File: src/rtl/ihpd_pkg.sv
// Package of constants for the ISA/PCMCIA host pin decode block
package ihpd_pkg;

  // ---------------------------------------------------------------------------
  // Bus widths and address fields
  // ---------------------------------------------------------------------------
  localparam int unsigned ADDR_W        = 20;
  localparam int unsigned DATA_W        = 16;
  localparam int unsigned BYTE_W        = 8;
  localparam int unsigned IO_DEC_LO     = 4;
  localparam int unsigned IO_DEC_HI     = 15;
  localparam int unsigned IO_DEC_W      = IO_DEC_HI - IO_DEC_LO + 1;
  localparam int unsigned IO_OFS_W      = IO_DEC_LO;
  localparam int unsigned PIN_A10       = 10;
  localparam int unsigned PIN_A11       = 11;
  localparam int unsigned PIN_A15       = 15;
  localparam int unsigned PIN_A19       = 19;
  localparam int unsigned ROM_DEC_LO    = 14;
  localparam int unsigned ROM_DEC_W     = ADDR_W - ROM_DEC_LO;

  // ---------------------------------------------------------------------------
  // Timing
  // ---------------------------------------------------------------------------
  localparam int unsigned CLK_PERIOD_PS = 5000;
  localparam int unsigned RST_MIN_NS    = 100;
  // Least time rounds up to whole cycles
  localparam int unsigned RST_MIN_CYC   = (RST_MIN_NS * 1000 + CLK_PERIOD_PS - 1) / CLK_PERIOD_PS;
  localparam int unsigned RST_CNT_W     = $clog2(RST_MIN_CYC + 1);

  // ---------------------------------------------------------------------------
  // Host personality
  // ---------------------------------------------------------------------------
  typedef enum logic [1:0] {
    IHPD_MODE_ISA    = 2'h1,
    IHPD_MODE_PCMCIA = 2'h2
  } ihpd_mode_e;

endpackage : ihpd_pkg

File: src/rtl/ihpd_reset_filter.sv
// Reset glitch filter: reset counts only after a minimum high time
`timescale 1ns/1ps
module ihpd_reset_filter
  import ihpd_pkg::*;
#(
  parameter int unsigned MIN_CYC = RST_MIN_CYC
) (
  input  wire logic clock_in,
  input  wire logic rst_in,
  output logic      rst_filt_out,
  output logic      rst_end_out
);
  import ihpd_pkg::*;

  // One raw sample per edge; a full window means reset has held long enough
  logic [MIN_CYC-1:0] hist_r;

  // ---------------------------------------------------------------------------
  // Checks
  // ---------------------------------------------------------------------------
  if (MIN_CYC < 1) begin : g_chk
    $error("ihpd_reset_filter: MIN_CYC must be at least one");
  end

  // Shift in one raw sample per edge. A shift register rather than a counter:
  // it needs no reset of its own and settles from any power-up value, at the
  // cost of one flop per cycle of window; a short pulse never fills it
  always_ff @(posedge clock_in) begin
    hist_r <= MIN_CYC'({hist_r, rst_in});
  end

  // Filtered reset holds until the raw input drops
  assign rst_filt_out = &hist_r;
  assign rst_end_out  = rst_filt_out && !rst_in; // Release edge, one cycle

endmodule // ihpd_reset_filter

File: src/rtl/ihpd_host_pins.sv
// Host pin decode for ISA and PCMCIA personalities
`timescale 1ns/1ps
module ihpd_host_pins
  import ihpd_pkg::*;
#(
  parameter int unsigned RST_CYC  = RST_MIN_CYC,
  parameter logic [ROM_DEC_W-1:0] ROM_BASE = '1
) (
  input  wire logic                  clock_in,
  input  wire logic                  rst_in,
  // Strap / boot ROM select pin
  input  wire logic                  strap_pin_in,
  output logic                       strap_pin_out,
  output logic                       strap_pin_oe_out,
  // Shared address pins; bits 10, 11 become flash outputs in PCMCIA mode
  input  wire logic [ihpd_pkg::ADDR_W-1:0] addr_in,
  output logic                       flash_write_strobe_out,
  output logic                       flash_chip_select_out,
  output logic                       flash_pins_oe_out,
  input  wire logic                  aen_attr_n_in,
  input  wire logic                  sbhe_ce2_n_in,
  input  wire logic                  ale_we_n_in,
  input  wire logic                  io_rd_n_in,
  input  wire logic                  io_wr_n_in,
  input  wire logic                  mem_rd_oe_n_in,
  // Core side
  input  wire logic                  config_option_bit2_in,
  input  wire logic                  config_option_bit0_in,
  input  wire logic                  bus16_mode_in,
  input  wire logic [ihpd_pkg::BYTE_W-1:0] io_base_hi_in,
  input  wire logic                  core_wait_in,
  input  wire logic [ihpd_pkg::DATA_W-1:0] core_rd_data_in,
  output logic [ihpd_pkg::DATA_W-1:0] core_wr_data_out,
  output logic [ihpd_pkg::IO_OFS_W-1:0] core_offset_out,
  output logic                       core_sel_out,
  output logic                       core_rd_out,
  output logic                       core_wr_out,
  output logic [1:0]                 core_lane_out,
  output logic                       pcmcia_mode_out,
  // Open-drain ready/wait and 16-bit indication
  output logic                       ready_wait_oe_out,
  output logic                       io_16bit_indication_oe_out,
  // Data bus
  input  wire logic [ihpd_pkg::DATA_W-1:0] data_in,
  output logic [ihpd_pkg::DATA_W-1:0] data_out,
  output logic                       data_oe_out
);
  import ihpd_pkg::*;

  logic       rst_filt;
  logic       rst_end;
  ihpd_mode_e mode_r;
  logic       pcm;
  logic       sel_nxt;
  logic       even_sel;
  logic       odd_sel;
  logic [DATA_W-1:0] rd_data_r;
  logic       rd_act_r;

  // ---------------------------------------------------------------------------
  // Checks
  // ---------------------------------------------------------------------------
  if (ADDR_W != 20 || DATA_W != 2 * BYTE_W) begin : g_chk
    $error("ihpd_host_pins: bus widths not supported");
  end

  // The filter needs a window of at least one edge to tell a glitch apart
  if (RST_CYC < 1) begin : g_chk_rst
    $error("ihpd_host_pins: RST_CYC must be at least one");
  end

  // ---------------------------------------------------------------------------
  // Reset filter and personality latch
  // ---------------------------------------------------------------------------
  ihpd_reset_filter #(
    .MIN_CYC      (RST_CYC)
  ) u_rst (
    .clock_in     (clock_in),
    .rst_in       (rst_in),
    .rst_filt_out (rst_filt),
    .rst_end_out  (rst_end)
  );

  // Strap caught only at reset release; held thereafter, so later pin
  // activity (it is our own ROM select then) cannot flip the personality
  // While reset is filtered the pin enables are low, so the strap shows the board level
  always_ff @(posedge clock_in) begin
    if (rst_end) begin
      mode_r <= strap_pin_in ? IHPD_MODE_ISA : IHPD_MODE_PCMCIA;
    end else if (rst_filt) begin
      mode_r <= IHPD_MODE_ISA;
    end
  end

  assign pcm             = (mode_r == IHPD_MODE_PCMCIA);
  assign pcmcia_mode_out = pcm;

  // Address decode helper shared by ISA I/O match and 16-bit indication
  function automatic logic isa_io_hit(input logic [ADDR_W-1:0] a, input logic aen_n,
                                      input logic [BYTE_W-1:0] base);
    // Low byte of base is implicitly zero; bits 4..15 compare against base
    isa_io_hit = !aen_n && (a[IO_DEC_HI:IO_DEC_LO] == {base, 4'h0})
                 && (a[ADDR_W-1:IO_DEC_HI+1] == '0);
  endfunction

  // ---------------------------------------------------------------------------
  // Selects
  // ---------------------------------------------------------------------------
  // PCMCIA: CE1 picks the even byte, CE2 the odd byte; attr/IO select must
  // be low for I/O, and A4..A15 are not looked at
  assign even_sel = pcm ? !addr_in[PIN_A19] : !sbhe_ce2_n_in || !addr_in[0];
  assign odd_sel  = pcm ? !sbhe_ce2_n_in
                        : (!sbhe_ce2_n_in || addr_in[0]);

  // In ISA mode the AEN qualifier lives inside the shared helper
  always_comb begin
    if (pcm) begin
      sel_nxt = !aen_attr_n_in && (even_sel || odd_sel);
    end else begin
      sel_nxt = isa_io_hit(addr_in, aen_attr_n_in, io_base_hi_in);
    end
  end

  // Byte lanes: bit0 low byte, bit1 high byte
  // PCMCIA lanes come from the card enables, ISA lanes from SBHE and A0
  always_comb begin
    if (pcm) begin
      core_lane_out = {odd_sel, !addr_in[PIN_A19]};
    end else begin
      core_lane_out = {!sbhe_ce2_n_in, !addr_in[0]};
    end
  end

  // Core strobes follow the pins combinationally so the core answers in the
  // same cycle; the pin outputs below trail by one edge, save the data enable, which drops at once with the read strobe
  assign core_sel_out     = sel_nxt;
  assign core_rd_out      = sel_nxt && !io_rd_n_in;
  assign core_wr_out      = sel_nxt && !io_wr_n_in;
  assign core_offset_out  = addr_in[IO_OFS_W-1:0];
  assign core_wr_data_out = data_in;

  // ---------------------------------------------------------------------------
  // Boot ROM select and flash pins
  // ---------------------------------------------------------------------------
  // ROM select is registered; the pin stays an input until reset has ended
  always_ff @(posedge clock_in) begin
    if (rst_filt) begin
      strap_pin_out    <= 1'b1;
      strap_pin_oe_out <= 1'b0;
    end else begin
      strap_pin_oe_out <= !pcm;
      strap_pin_out    <= !(!pcm && !mem_rd_oe_n_in
                            && addr_in[ADDR_W-1:ROM_DEC_LO] == ROM_BASE);
    end
  end

  // Flash strobes are registered so a glitch on the host strobes never
  // reaches the flash part, at the price of one cycle of lag
  always_ff @(posedge clock_in) begin
    if (rst_filt) begin
      flash_write_strobe_out <= 1'b1;
      flash_chip_select_out  <= 1'b1;
      flash_pins_oe_out      <= 1'b0;
    end else begin
      flash_pins_oe_out      <= pcm; // ISA: these pins stay address inputs
      flash_write_strobe_out <= !(pcm && !ale_we_n_in && config_option_bit2_in);
      flash_chip_select_out  <= !(pcm && !aen_attr_n_in && !addr_in[PIN_A19]
                                  && !addr_in[PIN_A15]);
    end
  end

  // ---------------------------------------------------------------------------
  // Ready/wait and 16-bit indication (open drain, enable pulls low)
  // ---------------------------------------------------------------------------
  // Wait is pulled only inside a selected I/O strobe; outside one the line
  // returns to its pull-up, so a stuck core cannot hang unrelated cycles
  always_ff @(posedge clock_in) begin
    if (rst_filt) begin
      ready_wait_oe_out          <= 1'b0;
      io_16bit_indication_oe_out <= 1'b0;
    end else begin
      ready_wait_oe_out <= core_wait_in && sel_nxt
                           && (!io_rd_n_in || !io_wr_n_in);
      io_16bit_indication_oe_out <= bus16_mode_in &&
        (pcm ? (config_option_bit0_in && !aen_attr_n_in)
             : isa_io_hit(addr_in, aen_attr_n_in, io_base_hi_in));
    end
  end

  // ---------------------------------------------------------------------------
  // Data bus: driven only during our own read cycles
  // ---------------------------------------------------------------------------
  // The read flop gates the enable: the bus is driven only once the core has
  // seen a selected read, and is let go as soon as the host raises its strobe
  always_ff @(posedge clock_in) begin
    if (rst_filt) begin
      rd_act_r  <= 1'b0;
      rd_data_r <= '0;
    end else begin
      rd_act_r  <= core_rd_out;
      rd_data_r <= core_rd_data_in;
    end
  end

  assign data_out    = rd_data_r;
  assign data_oe_out = rd_act_r && !io_rd_n_in;

endmodule // ihpd_host_pins

File: config.mk
export PLATFORM = sky130hd
export DESIGN_NAME = ihpd_host_pins
export DESIGN_NICKNAME = d
export VERILOG_FILES = /design/src/rtl/ihpd_pkg.sv /design/src/rtl/ihpd_reset_filter.sv /design/src/rtl/ihpd_host_pins.sv
export SDC_FILE = /design/constraint.sdc
export NUM_CORES = 1
export LEC_CHECK = 0
export ABC_AREA = 1
export BUFFER_PORTS_ARGS = -buffer_cell sky130_fd_sc_hd__buf_2
export CAP_MARGIN = 15
export CORE_ASPECT_RATIO = 0.5
export CORE_MARGIN = 2
export CORE_UTILIZATION = 40
export DETAILED_ROUTE_END_ITERATION = 12
export PLACE_DENSITY = 0.79
export SLEW_MARGIN = 0
export SYNTH_ARGS = -nofsm -noshare
export SYNTH_HDL_FRONTEND = slang
export SYNTH_SLANG_ARGS = --single-unit
File: constraint.sdc
create_clock -name clock_in -period 1.6 [get_ports clock_in]
set_clock_uncertainty 0.1 [all_clocks]
set_input_delay 0 -clock clock_in [delete_from_list [all_inputs] [get_ports clock_in]]
set_output_delay 0 -clock clock_in [all_outputs]
set_load 0.02 [all_outputs]
# Yosys cells after proc, flatten, opt, wreduce, memory -nomap -nowiden
# Cells that the tools add are included.
# classes
eq_ne	3
n_mux	8
n_reduce_logical	39
# ops
cell	n
$reduce_and 20->1	1
$logic_and 1x1->1	18
$logic_not 1->1	14
$eq 12x12->1	1
$mux 2	4
$eq 6x6->1 const B	1
$logic_not 4->1	1
$logic_or 1x1->1	4
$mux 1	4
$eq 2x2->1 const B	1
$reduce_bool 2->1	1
# totals
ff_bits	46
inputBits	73
out_inout_bits	50
elab_cells	61

# Depth between registers and ports, before layout
# Gate-level depths: netlist of run 1.
# depth
ltp_word	8
mapped_depth	10
ltp_nobuf	10

# Hierarchy
# Synthesis of run 1 repeated with hierarchy kept, for this count alone.
# unflattened
hier_cells	199
hier_area_um2	1676.6
# modules_own_cells
mod	n_inst	cells_per_inst	area_each_um2	seq_area_each_um2
ihpd_host_pins	1	160	1197.4	540.5
ihpd_reset_filter	1	39	479.2	400.4

# Worst setup path after synthesis of run 1
# No wires, ideal clock.
# synth_path
kind	register to output
from	reg mode_r[0]
to	out core_wr_out
arrival_time_ps	1219
required_time_ps	1500
slack_ps	281
stages_incl_launch_ff	6
n_path_buf	0
cell_sequence	edfxtp_1 nor2_4 inv_1 nand2_2 nand2_1 nor2_1
# synth_between
elab_chain_cells	6
word_cells_on_any_way	7
classes_between	1 x eq/ne; 3 x mux; 3 x reduce/logical
# synth_lines
element	line_no	rtl
from (decl)	ihpd_host_pins.sv:52	ihpd_mode_e mode_r;
from (signal assigned)	ihpd_host_pins.sv:89	mode_r <= strap_pin_in ? IHPD_MODE_ISA : IHPD_MODE_PCMCIA;
$eq 2x2->1 (*)	ihpd_host_pins.sv:95	assign pcm = (mode_r == IHPD_MODE_PCMCIA);
net pcmcia_mode_out	ihpd_host_pins.sv:39	output logic pcmcia_mode_out,
$mux 1 (on tied branches)	ihpd_host_pins.sv:111, ihpd_host_pins.sv:112	
$logic_or 1x1->1	ihpd_host_pins.sv:118	sel_nxt = !aen_attr_n_in && (even_sel || odd_sel);
$logic_and 1x1->1	ihpd_host_pins.sv:118	
$mux 1 (*)	ihpd_host_pins.sv:117	if (pcm) begin
$logic_and 1x1->1 (*)	ihpd_host_pins.sv:138	assign core_wr_out = sel_nxt && !io_wr_n_in;
to (decl)	ihpd_host_pins.sv:37	output logic core_wr_out,
# The timed path passes the listed nets; every way through them passes the cells marked *.

# Worst setup path in the final report of run 1
# layout_path
from	reg mode_r[0]
to	out core_sel_out
# layout_between
elab_chain_cells	5
word_cells_on_any_way	6
classes_between	1 x eq/ne; 3 x mux; 2 x reduce/logical
# layout_lines
element	line_no	rtl
$eq 2x2->1 (*)	ihpd_host_pins.sv:95	
$mux 1 (on tied branches)	ihpd_host_pins.sv:111, ihpd_host_pins.sv:112	
$logic_or 1x1->1	ihpd_host_pins.sv:118	
$logic_and 1x1->1	ihpd_host_pins.sv:118	
$mux 1 (*)	ihpd_host_pins.sv:117	
to (decl)	ihpd_host_pins.sv:35	output logic core_sel_out,
# Mark *: on every way between the ends. The rest lies on a longest branch, timed or not.

==> summary.md, run 1 <==
| Metric | Value |
|---|---|
| Status | `finished clean` |
| DRC Markers | `0` |
| Final Cycle Share | `0.977` |
| Post-layout net count | `395` |
| DRT antenna net count | `0` |
| Root Buffer | `clkbuf_8` |
| Post-Synth XOR/XNOR Area | `0.0154` |
| Worst path max stage delay | `420 ps` |
| CP Data Arrival Time | `1460 ps` |
| I/O Buffers | `84` |
| Mean Syn Cell Area | `8.56 um^2` |
| Most frequent cells in the layout | `82 x buf_2, 50 x dlygate4sd3_1, 44 x dfxtp_1, 37 x inv_1, 31 x nand2_1` |
| Pre-antenna DRT Iters | `4` |
| Worst Setup SP | `mode_r[0]` |
| Area fraction in compound gates after synthesis | `0.0191` |
| Post-synthesis cell count | `199` |
| Async SR Flop Fraction | `0` |
| Initial antenna violation count | `0` |
| FF+latch area | `941 um^2` |
| Pwr dens | `916 mW/mm^2` |
| Cell variety after synth | `23` |
| Netlist Area Pre-Place | `0.00170 mm^2` |
| Delay-heaviest family, CP | `flip-flops` |
| RSZ-0062 raised after global routing | `yes` |
| Worst slew margin | `0.774` |
| Worst skew pair latency | `300 ps` |
| CTS tree | `yes` |
| Pin count of the biggest net entering global routing | `17` |
| Minimum clock period | `1560 ps` |
| Max Clock Freq | `0.640 GHz` |
| Post-synthesis register bit count | `46` |
| Worst r2r src | `u_rst.hist_r[10]` |
| Multi-input logic area | `444 um^2` |
| Num CTS Buffers | `5` |
| Grt total ovfl | `0` |
| Final setup viols | `0` |
| Vias/cell | `4.32` |
| Worst-path cell with the longest stage delay | `edfxtp_1` |
| Post-detail-place hpwl | `2820 um` |
| Largest family of logic cells by synthesized area | `simple AND/OR/NAND/NOR gates` |
| CTS Sinks | `46` |
| Final core occ | `0.677` |
| DRT iter0 DRCs | `49` |
| Core area | `0.00398 mm^2` |
| Area share of fa/ha/maj cells after synthesis | `0` |
| ANT cells | `0` |
| Die Area | `0.00483 mm^2` |
| Startpoint Class | `flop` |
| EDFF count, synth | `2` |
| Routed len/inst | `11.9 um` |
| First-pass GRT wire length | `6780 um` |
| Reg2Reg Depth | `6` |
| Total Power | `2.47 mW` |
| Starting Density | `0.427` |
| Commonest non-fill, non-tap cell in the layout | `buf_2` |
| Layout cells sized above 1 | `0.350` |
| GPL Wtd Cong | `0.819` |
| Net count after synthesis | `272` |
| Slew @ Worst Pin | `338 ps` |
| Sequential fraction of the synthesis area | `0.553` |
| Critical-path cell list | `nor2_4 -> o211ai_1 -> nand2_2 -> inv_1 -> buf_2` |
| Clock tree buffer depth | `2` |
| Clock Pin Slew Worst Setup and Hold Paths | `90 ps` |
| Slew Viols, Final | `0` |
| CP Class | `flop to output pin` |
| I/O Pins | `123` |
| Stages on worst setup path | `5` |
| Global-route usage over all layers | `0.187` |
| FP Rows | `16` |
| Synth Flop Type | `dfxtp_1` |
| Critical Path Sink | `core_sel_out` |
| Min-delay worst type | `primary input to flop` |
| Simple-gate area share of the yosys netlist | `0.223` |
| Static Leakage | `1.43 nW` |
| Routed via count | `1627` |
| Multiplexer share of the synthesized area | `0` |
| R2R Path End | `data_out[14]` |
| Max Cap Viol | `0` |
| Worst IR Drop VDD | `601 uV` |
| Filler Cell Count | `278` |
| Worst endpoint required time | `1500 ps` |
| Final WL | `4490 um` |
| Area delta synth->final | `58.3%` |
| CP max FO | `6` |
| H-Tree Depth | `2` |
| Synthesis Warnings | `0` |
| Buffer and inverter count on the worst path | `2` |
| Chip width | `96.3 um` |
| Vias in the first global route | `1590` |
| Crit end category | `output pin` |
| Chip height | `50.1 um` |
| Hold Violations, Final | `0` |
| R2r setup slk | `90 ps` |
layer usage:
layer	up-vias	share of wire	track usage
met4	0	0.023	0.0714
met3	13	0.066	0.0556
met5	-	0	0
li1	805	-	-
met1	730	0.37	0.192
met2	79	0.54	0.358
cell families after synthesis:
| logic type | count (synthesis) |
|---|---|
| and+or+nand+nor | 82 |
| buffers and inverters | 63 |
| DFF | 46 |
| AOI/OAI and AO/OA | 5 |
| xor gates and xnor gates | 3 |
state kept, by name, indices dropped and copies added (netlist names):
signal                      flops
strap_pin_out                   1
u_rst.hist_r                   20
ready_wait_oe_out               1
strap_pin_oe_out                1
mode_r                          2
flash_chip_select_out           1
rd_act_r                        1
io_16bit_indication_oe_out      1
data_out                       16
flash_pins_oe_out               1
flash_write_strobe_out          1
stage by stage:
stage	TNS (ps)	std cells	setup WS [ps]	cell area, um^2	hold slack, ps
after floorplan	0	199	281	1700	-72.3
after global placement	0	316	215	2040	-99.8
after detailed placement	0	316	169	2040	-99.8
after CTS	0	374	20.4	2660	11.7
after global routing	-6.01	377	-6.01	2700	44.3
final	0	377	36.9	2700	22.6
where the power goes:
part	internal, mW	leakage, nW	switching [mW]
Clock	0.468	0.0585	0.390
Combinational	0.191	0.980	0.194
Sequential	1.21	0.388	0.0197
cell type report:
cell class	count	share of cell area
clock inverters	3	0.0162
flip-flops and latches	46	0.349
repair buffers	138	0.362
well taps	54	0.0251
multi-input cells	90	0.165
inverters	41	0.0571
clock buffers	5	0.0255
worst min-delay path, delay by kind of cell:
family | cells | cell delay [ps]
buffers and inverters | 2 | 140
AOI/OAI and AO/OA | 2 | 140
and+or+nand+nor | 2 | 100
cell usage after synthesis (2+ instances only):
cell type	n	area [um^2]
inv_1	38	143
dfxtp_1	44	881
xnor2_1	2	17.5
nor2_1	31	116
o211ai_1	3	22.5
nand3_1	3	15.0
nor2_2	2	12.5
nor3_1	2	10.0
nand4_1	2	12.5
nor2_4	3	33.8
buf_4	21	158
nand3_2	2	20.0
nand2_2	2	12.5
edfxtp_1	2	60.1
inv_2	3	11.3
nand2_1	32	120
how the worst min path moves through the flow:
stage                  start                    endpoint  depth (start not counted)
3_3_place_gp      data_in[3]         core_wr_data_out[3]                          0
4_1_cts          addr_in[18]  io_16bit_indication_oe_out                          6
3_5_place_dp      data_in[3]         core_wr_data_out[3]                          0
2_1_floorplan         rst_in             u_rst.hist_r[0]                          0
5_1_grt          addr_in[17]  io_16bit_indication_oe_out                          6
6_report       aen_attr_n_in  io_16bit_indication_oe_out                          6
timing repair:
| item | CTS | global route |
|---|---|---|
| gates resized for setup | 0 | 7 |
| endpoints found under the hold margin | 44 | 0 |
| pin swaps | 1 | 3 |
| hold buffers | 50 | 0 |
| setup buffers | 0 | 3 |
| endpoints found under the setup margin | 1 | 3 |
No activity file was read; power rests on OpenSTA's default activity.
==> run 2: changes to the inputs <==
Settings changed: SETUP_SLACK_MARGIN set to 0.5.
Clock period 1.6 ns to 1.76 ns, I/O delays scaled along.
==> run 2 against run 1 <==
Power decreased by 6.7%. Wire length increased by 31%. Global-route usage up 2.9 points. Register-to-register slack improved by 190 ps. Sequential share of layout area fell by 2.0 points. Via count rose by 12%. Sequential cell count stayed put. Final area grew 8.2%. Combinational power barely moved.
==> summary.md, run 2 (synthesis results as in run 1) <==
| Metric | Value |
|---|---|
| Buffer and inverter count on the worst path | `2 (unchanged)` |
| Critical-path cell list | `nor2_4 -> buf_4 -> nand2_1 -> o21ai_2 -> buf_4` |
| Fin worst setup slack | `256 ps (+219 ps)` |
| I/O Buffers | `84 (unchanged)` |
| Clock Pin Slew Worst Setup and Hold Paths | `90 ps (about the same)` |
| Largest Register | `u_rst.hist_r` |
| Clock tree buffer depth | `2 (unchanged)` |
| Final WL | `5890 um (+31%)` |
| Starting Density | `0.427 (unchanged)` |
| Max Clock Freq | `0.665 GHz` |
| GPL Wtd Cong | `0.815 (-0.45%)` |
| Area delta synth->final | `71.2%` |
| Core area | `0.00398 mm^2 (unchanged)` |
| Worst path max stage delay | `420 ps (about the same)` |
| Post-detail-place hpwl | `2860 um (+1.4%)` |
| Chip width | `96.3 um (unchanged)` |
| Routed via count | `1819 (+12%)` |
| Setup_tns | `0 ps (unchanged)` |
| CP max FO | `4 (-2)` |
| Final setup viols | `0 (unchanged)` |
| CP Data Arrival Time | `1400 ps (-60 ps)` |
| DRC Markers | `0 (unchanged)` |
| Pwr dens | `790 mW/mm^2 (-14%)` |
| Slew Viols, Final | `0 (unchanged)` |
| Pin count of the biggest net entering global routing | `17 (unchanged)` |
| Most used cell along the critical path | `buf_4` |
| CP Class | `flop to output pin` |
| Num CTS Buffers | `5 (unchanged)` |
| Root Buffer | `clkbuf_8` |
| Worst IR Drop VDD | `440 uV (-27%)` |
| Status | `finished clean` |
| Most frequent cells in the layout | `79 x buf_2, 52 x dlygate4sd3_1, 35 x inv_1, 30 x dfxtp_1, 28 x nand2_1` |
| Startpoint Class | `flop` |
| Grt total ovfl | `0 (unchanged)` |
| Global-route usage over all layers | `0.216 (+0.0289)` |
| RSZ-0062 raised after global routing | `yes` |
| Post-layout net count | `408 (+3.3%)` |
| Routed len/inst | `15.1 um (+27%)` |
| Min-delay worst type | `primary input to flop` |
| Die Area | `0.00483 mm^2 (unchanged)` |
| Minimum clock period | `1500 ps` |
| Chip height | `50.1 um (unchanged)` |
| CTS tree | `yes` |
| Worst slew margin | `0.782 (+0.00863)` |
| Commonest non-fill, non-tap cell in the layout | `buf_2` |
| Filler Cell Count | `248 (-11%)` |
| Number of flip-flops under the largest register name | `20 (unchanged)` |
| Final Cycle Share | `0.855` |
| H-Tree Depth | `2 (unchanged)` |
| Hold Violations, Final | `0 (unchanged)` |
| Worst endpoint required time | `1660 ps (+160 ps)` |
| Worst-path cell with the longest stage delay | `edfxtp_1` |
| Place WS | `251 ps (+82.1 ps)` |
| Slew @ Worst Pin | `325 ps (-12.9 ps)` |
| Initial antenna violation count | `0 (unchanged)` |
| FP Rows | `16 (unchanged)` |
| Placed Cells | `316 (unchanged)` |
| Fin cells | `390 (+3.4%)` |
| Crit end category | `output pin` |
| CTS Sinks | `46 (unchanged)` |
| DRT iter0 DRCs | `127 (+160%)` |
| Delay-heaviest family, CP | `flip-flops` |
| First-pass GRT wire length | `7730 um (+14%)` |
| Max Cap Viol | `0 (unchanged)` |
| Static Leakage | `1.50 nW (+5.1%)` |
| Layout cells sized above 1 | `0.449 (+0.0996)` |
| Vias/cell | `4.66 (+8.1%)` |
| I/O Pins | `123 (unchanged)` |
| Pre-antenna DRT Iters | `5 (+1)` |
| ANT cells | `0 (unchanged)` |
| Vias in the first global route | `1731 (+8.9%)` |
| DRT antenna net count | `0 (unchanged)` |
| Worst skew pair latency | `300 ps (about the same)` |
run 2: per-stage QoR:
| stage | power [mW] | hold slack [ps] | cell area, um^2 | util |
|---|---|---|---|---|
| finish | 2.30 | 126 | 2920 | 0.732 |
| global route | 2.40 | 119 | 2920 | 0.732 |
| CTS | 2.25 | 19.1 | 2790 | 0.701 |
| detailed placement | 1.35 | -99.9 | 2030 | 0.510 |
| global placement | 1.35 | -99.9 | 2030 | 0.510 |
| floorplan | 1.31 | -72.3 | 1710 | - |
run 2: area by class of cell:
cell class	instances	area, um^2	share of cell area
Clock buffer	5	68.8	0.0236
Clock inverter	3	43.8	0.0150
Inverter	41	154	0.0528
Multi-Input combinational cell	90	498	0.171
Sequential cell	46	958	0.329
Tap cell	54	67.6	0.0232
Timing Repair Buffer	151	1120	0.386
run 2: tightest hold or removal path: stages:
cell,delay [ps]
buf_2,110
inv_2,50
nand2_1,70
nand2_1,70
o211ai_1,90
a21oi_1,80
run 2: path summary, 6_finish.rpt:
| check | from | endpoint | slack [ps] | cells after the start |
|---|---|---|---|---|
| max | mode_r[0] | core_lane_out[0] | 260 | 5 |
| min | aen_attr_n_in | io_16bit_indication_oe_out | 130 | 6 |
| max reg2reg | u_rst.hist_r[8] | mode_r[0] | 280 | 6 |
| min reg2reg | u_rst.hist_r[4] | u_rst.hist_r[5] | 250 | 0 |
run 2: metal layers:
metal  vias up  routed length [um]  track usage
li1        830                   -            -
met4         0                 422        0.126
met2       139                2920        0.397
met1       803                2000        0.217
met3        47                 541       0.0646
met5         -                   0            0
run 2: what timing repair did:
item | CTS | global route
endpoints found under the hold margin | 43 | 0
endpoints found under the setup margin | 31 | 33
pin swaps | 9 | 9
resized for setup | 21 | 27
hold buffers | 52 | 0
setup buffers | 8 | 6
run 2: report_power, final:
part	total, mW	internal (mW)	leakage, nW	switching, mW
Sequential	1.12	1.10	0.388	0.0216
Clock	0.795	0.426	0.0585	0.369
Combinational	0.386	0.189	1.05	0.198
==> run 3: changes to the inputs <==
Settings changed: ABC_AREA 1 to not set, CORE_UTILIZATION 40 to 38, HOLD_SLACK_MARGIN set to 0.08, PLACE_DENSITY 0.79 to 0.78.
==> run 3 against run 2 <==
Largest power group unchanged. Highest routed layer unchanged. Sequential power hardly changed. Cell count is 18% lower. Maximum frequency is 20% lower. Area after synthesis is 11% lower. The flow now finishes with violations (hold timing, setup timing).
==> summary.md, run 3 <==
| Metric | Value |
|---|---|
| Status | `complete, but fails checks` |
| Failing checks | `hold timing, setup timing` |
| First-pass GRT wire length | `8200 um (+6.1%)` |
| Synth Flop Type | `dfxtp_1` |
| RSZ-0062 raised after global routing | `yes` |
| Chip height | `48.7 um (-2.8%)` |
| Fin worst setup slack | `-122 ps (-377 ps)` |
| ANT cells | `0 (unchanged)` |
| Num CTS Buffers | `5 (unchanged)` |
| Final setup viols | `21 (+21)` |
| Fin cells | `321 (-18%)` |
| EDFF count, synth | `2 (unchanged)` |
| Clock Pin Slew Worst Setup and Hold Paths | `90 ps (about the same)` |
| Sequential fraction of the synthesis area | `0.619 (+0.0664)` |
| Initial antenna violation count | `0 (unchanged)` |
| Commonest non-fill, non-tap cell in the layout | `buf_2` |
| Worst slew margin | `0.755 (-0.0275)` |
| Vias/cell | `4.60 (-1.3%)` |
| Minimum clock period | `1880 ps (+377 ps)` |
| Routed via count | `1477 (-19%)` |
| Worst hold start | `aen_attr_n_in` |
| Routed len/inst | `16.9 um (+12%)` |
| Yosys top cell by area | `dfxtp_1` |
| Min-delay worst type | `primary input to flop` |
| Worst skew pair latency | `300 ps (about the same)` |
| Hold slack | `-148 ps (-274 ps)` |
| Placed Cells | `255 (-19%)` |
| Pre-antenna DRT Iters | `4 (-1)` |
| Worst Setup SP | `u_rst.hist_r[11]` |
| CP Class | `flop to flop` |
| Pin count of the biggest net entering global routing | `18 (+1)` |
| Max Cap Viol | `0 (unchanged)` |
| Final Cycle Share | `1.07 (+0.214)` |
| Core area | `0.00386 mm^2 (-3.0%)` |
| Number of flip-flops under the largest register name | `20 (unchanged)` |
| Slew Viols, Final | `0 (unchanged)` |
| Crit end category | `flop` |
| Count leader, synth | `dfxtp_1` |
| Static Leakage | `1.22 nW (-19%)` |
| Area delta synth->final | `76.0%` |
| Dominant cells by area after synthesis | `dfxtp_1 58%, buf_4 9.9%, xor2_1 4.6%, and2_2 4.0%, edfxtp_1 4.0%` |
| Post-synthesis register bit count | `46 (unchanged)` |
| Clock tree buffer depth | `2 (unchanged)` |
| Post-synthesis cell count | `134 (-33%)` |
| Async SR Flop Fraction | `0 (unchanged)` |
| Vias in the first global route | `1611 (-6.9%)` |
| Setup_tns | `-868 ps (-868 ps)` |
| Pwr dens | `801 mW/mm^2 (+1.4%)` |
| Worst IR Drop VDD | `376 uV (-15%)` |
| DRC Markers | `0 (unchanged)` |
| Root Buffer | `clkbuf_8` |
| CP max FO | `4 (unchanged)` |
| Slew @ Worst Pin | `366 ps (+40.5 ps)` |
| Most frequent cells in the layout | `80 x buf_2, 51 x dlygate4sd3_1, 36 x dfxtp_1, 9 x buf_4` |
| Post-detail-place hpwl | `2800 um (-2.2%)` |
| Number of hold buffers added after CTS | `51 (-1.9%)` |
| FP Rows | `16 (unchanged)` |
| Max Clock Freq | `0.531 GHz (-20%)` |
| Hold Violations, Final | `2 (+2)` |
| Starting Density | `0.393 (-0.0340)` |
| DRT iter0 DRCs | `37 (-71%)` |
| GPL Wtd Cong | `0.805 (-1.2%)` |
| Chip width | `93.5 um (-2.9%)` |
| Post-synth top area share | `0.579 (+0.0622)` |
| Synthesis Warnings | `0 (unchanged)` |
| Placed inst area | `0.00190 mm^2 (-6.7%)` |
| CTS Sinks | `46 (unchanged)` |
| Final WL | `5430 um (-7.8%)` |
| Grt total ovfl | `0 (unchanged)` |
| DRT antenna net count | `0 (unchanged)` |
| Netlist Area Pre-Place | `0.00152 mm^2 (-11%)` |
| Post-layout instance area | `0.00268 mm^2 (-8.2%)` |
| Net count after synthesis | `207 (-24%)` |
| Worst r2r src | `u_rst.hist_r[11]` |
| Filler Cell Count | `250 (+0.81%)` |
| I/O Pins | `123 (unchanged)` |
| Cell variety after synth | `24 (+4.3%)` |
| Top post-synthesis cells by count | `44 x dfxtp_1, 20 x buf_4, 8 x and2_1, 8 x and2_2, 8 x xor2_1` |
| Mean Syn Cell Area | `11.3 um^2 (+33%)` |
| CP Data Arrival Time | `1830 ps (+430 ps)` |
| I/O Buffers | `84 (unchanged)` |
| Global-route usage over all layers | `0.246 (+0.0297)` |
| H-Tree Depth | `2 (unchanged)` |
| Startpoint Class | `flop` |
| Post-layout net count | `339 (-17%)` |
| Die Area | `0.00455 mm^2 (-5.7%)` |
| Layout cells sized above 1 | `0.494 (+0.0450)` |
| Worst endpoint required time | `1710 ps (+50 ps)` |
| Final core occ | `0.692 (-0.0394)` |
| CTS tree | `yes` |
| Largest Register | `u_rst.hist_r` |
==> run 3: cell count changes in the layout (fill, tap and decap cells not counted), sizes merged, moves of 4 or more <==
cell   before  now
nand4       2    6
and2        0   16
nand2      35    6
nor2       36    4
xor2        1    8
inv        42    4
==> run 3: worst paths after layout <==
kind | to | slack (ps) | depth (start not counted)
max | mode_r[0] | -120 | 4
min | flash_chip_select_out | -150 | 3
max reg2reg | mode_r[0] | -120 | 4
min reg2reg | u_rst.hist_r[18] | 250 | 0
==> run 3: layout make-up <==
cell class | instances | area [um^2] | area share
multi-input combinational | 62 | 475 | 0.178
tap | 54 | 67.6 | 0.0253
inverter | 4 | 22.5 | 0.00842
sequential | 46 | 951 | 0.355
clock buffer | 8 | 101 | 0.0379
timing repair buffer | 147 | 1060 | 0.395
==> run 3: critical path, stage by stage, from the launching register on <==
cell and delay [ps]:
dfxtp_2 340, nand4_1 100, or3_4 400, or3_4 360, or3_4 340
==> run 3: power breakdown <==
group | total [mW] | leakage, nW | internal [mW] | switching [mW]
combinational | 0.319 | 0.782 | 0.165 | 0.153
clock | 0.707 | 0.0506 | 0.368 | 0.339
sequential | 1.12 | 0.388 | 1.10 | 0.0204
==> run 3: kinds of logic after synthesis <==
group | share of synthesized area
and+or+nand+nor | 0.193
muxes | 0.00658
buffers and inverters | 0.114
AOI/OAI and AO/OA | 0.0214
DFF | 0.619
xor gates and xnor gates | 0.0461
==> run 3: routing by layer <==
layer,GRT usage,share of wire,vias up
li1,-,-,686
met1,0.258,0.36,694
met2,0.457,0.54,79
met3,0.0530,0.072,18
met4,0.140,0.027,0
met5,0,0,-
==> run 3: timing repair <==
item                       CTS  global route
setup buffers                5             2
hold endpoints to repair    44             3
resized for setup           18            16
pin swaps                    5             2
setup endpoints to repair   33            33
==> run 3: per-stage QoR <==
| step | total power, mW | worst slack [ps] |
|---|---|---|
| 6_report | 2.14 | -122 |
| 5_1_grt | 2.22 | -165 |
| 4_1_cts | 2.12 | -84.3 |
| 3_5_place_dp | 1.31 | -55.1 |
| 3_3_place_gp | 1.30 | -29.8 |
| 2_1_floorplan | 1.27 | -104 |
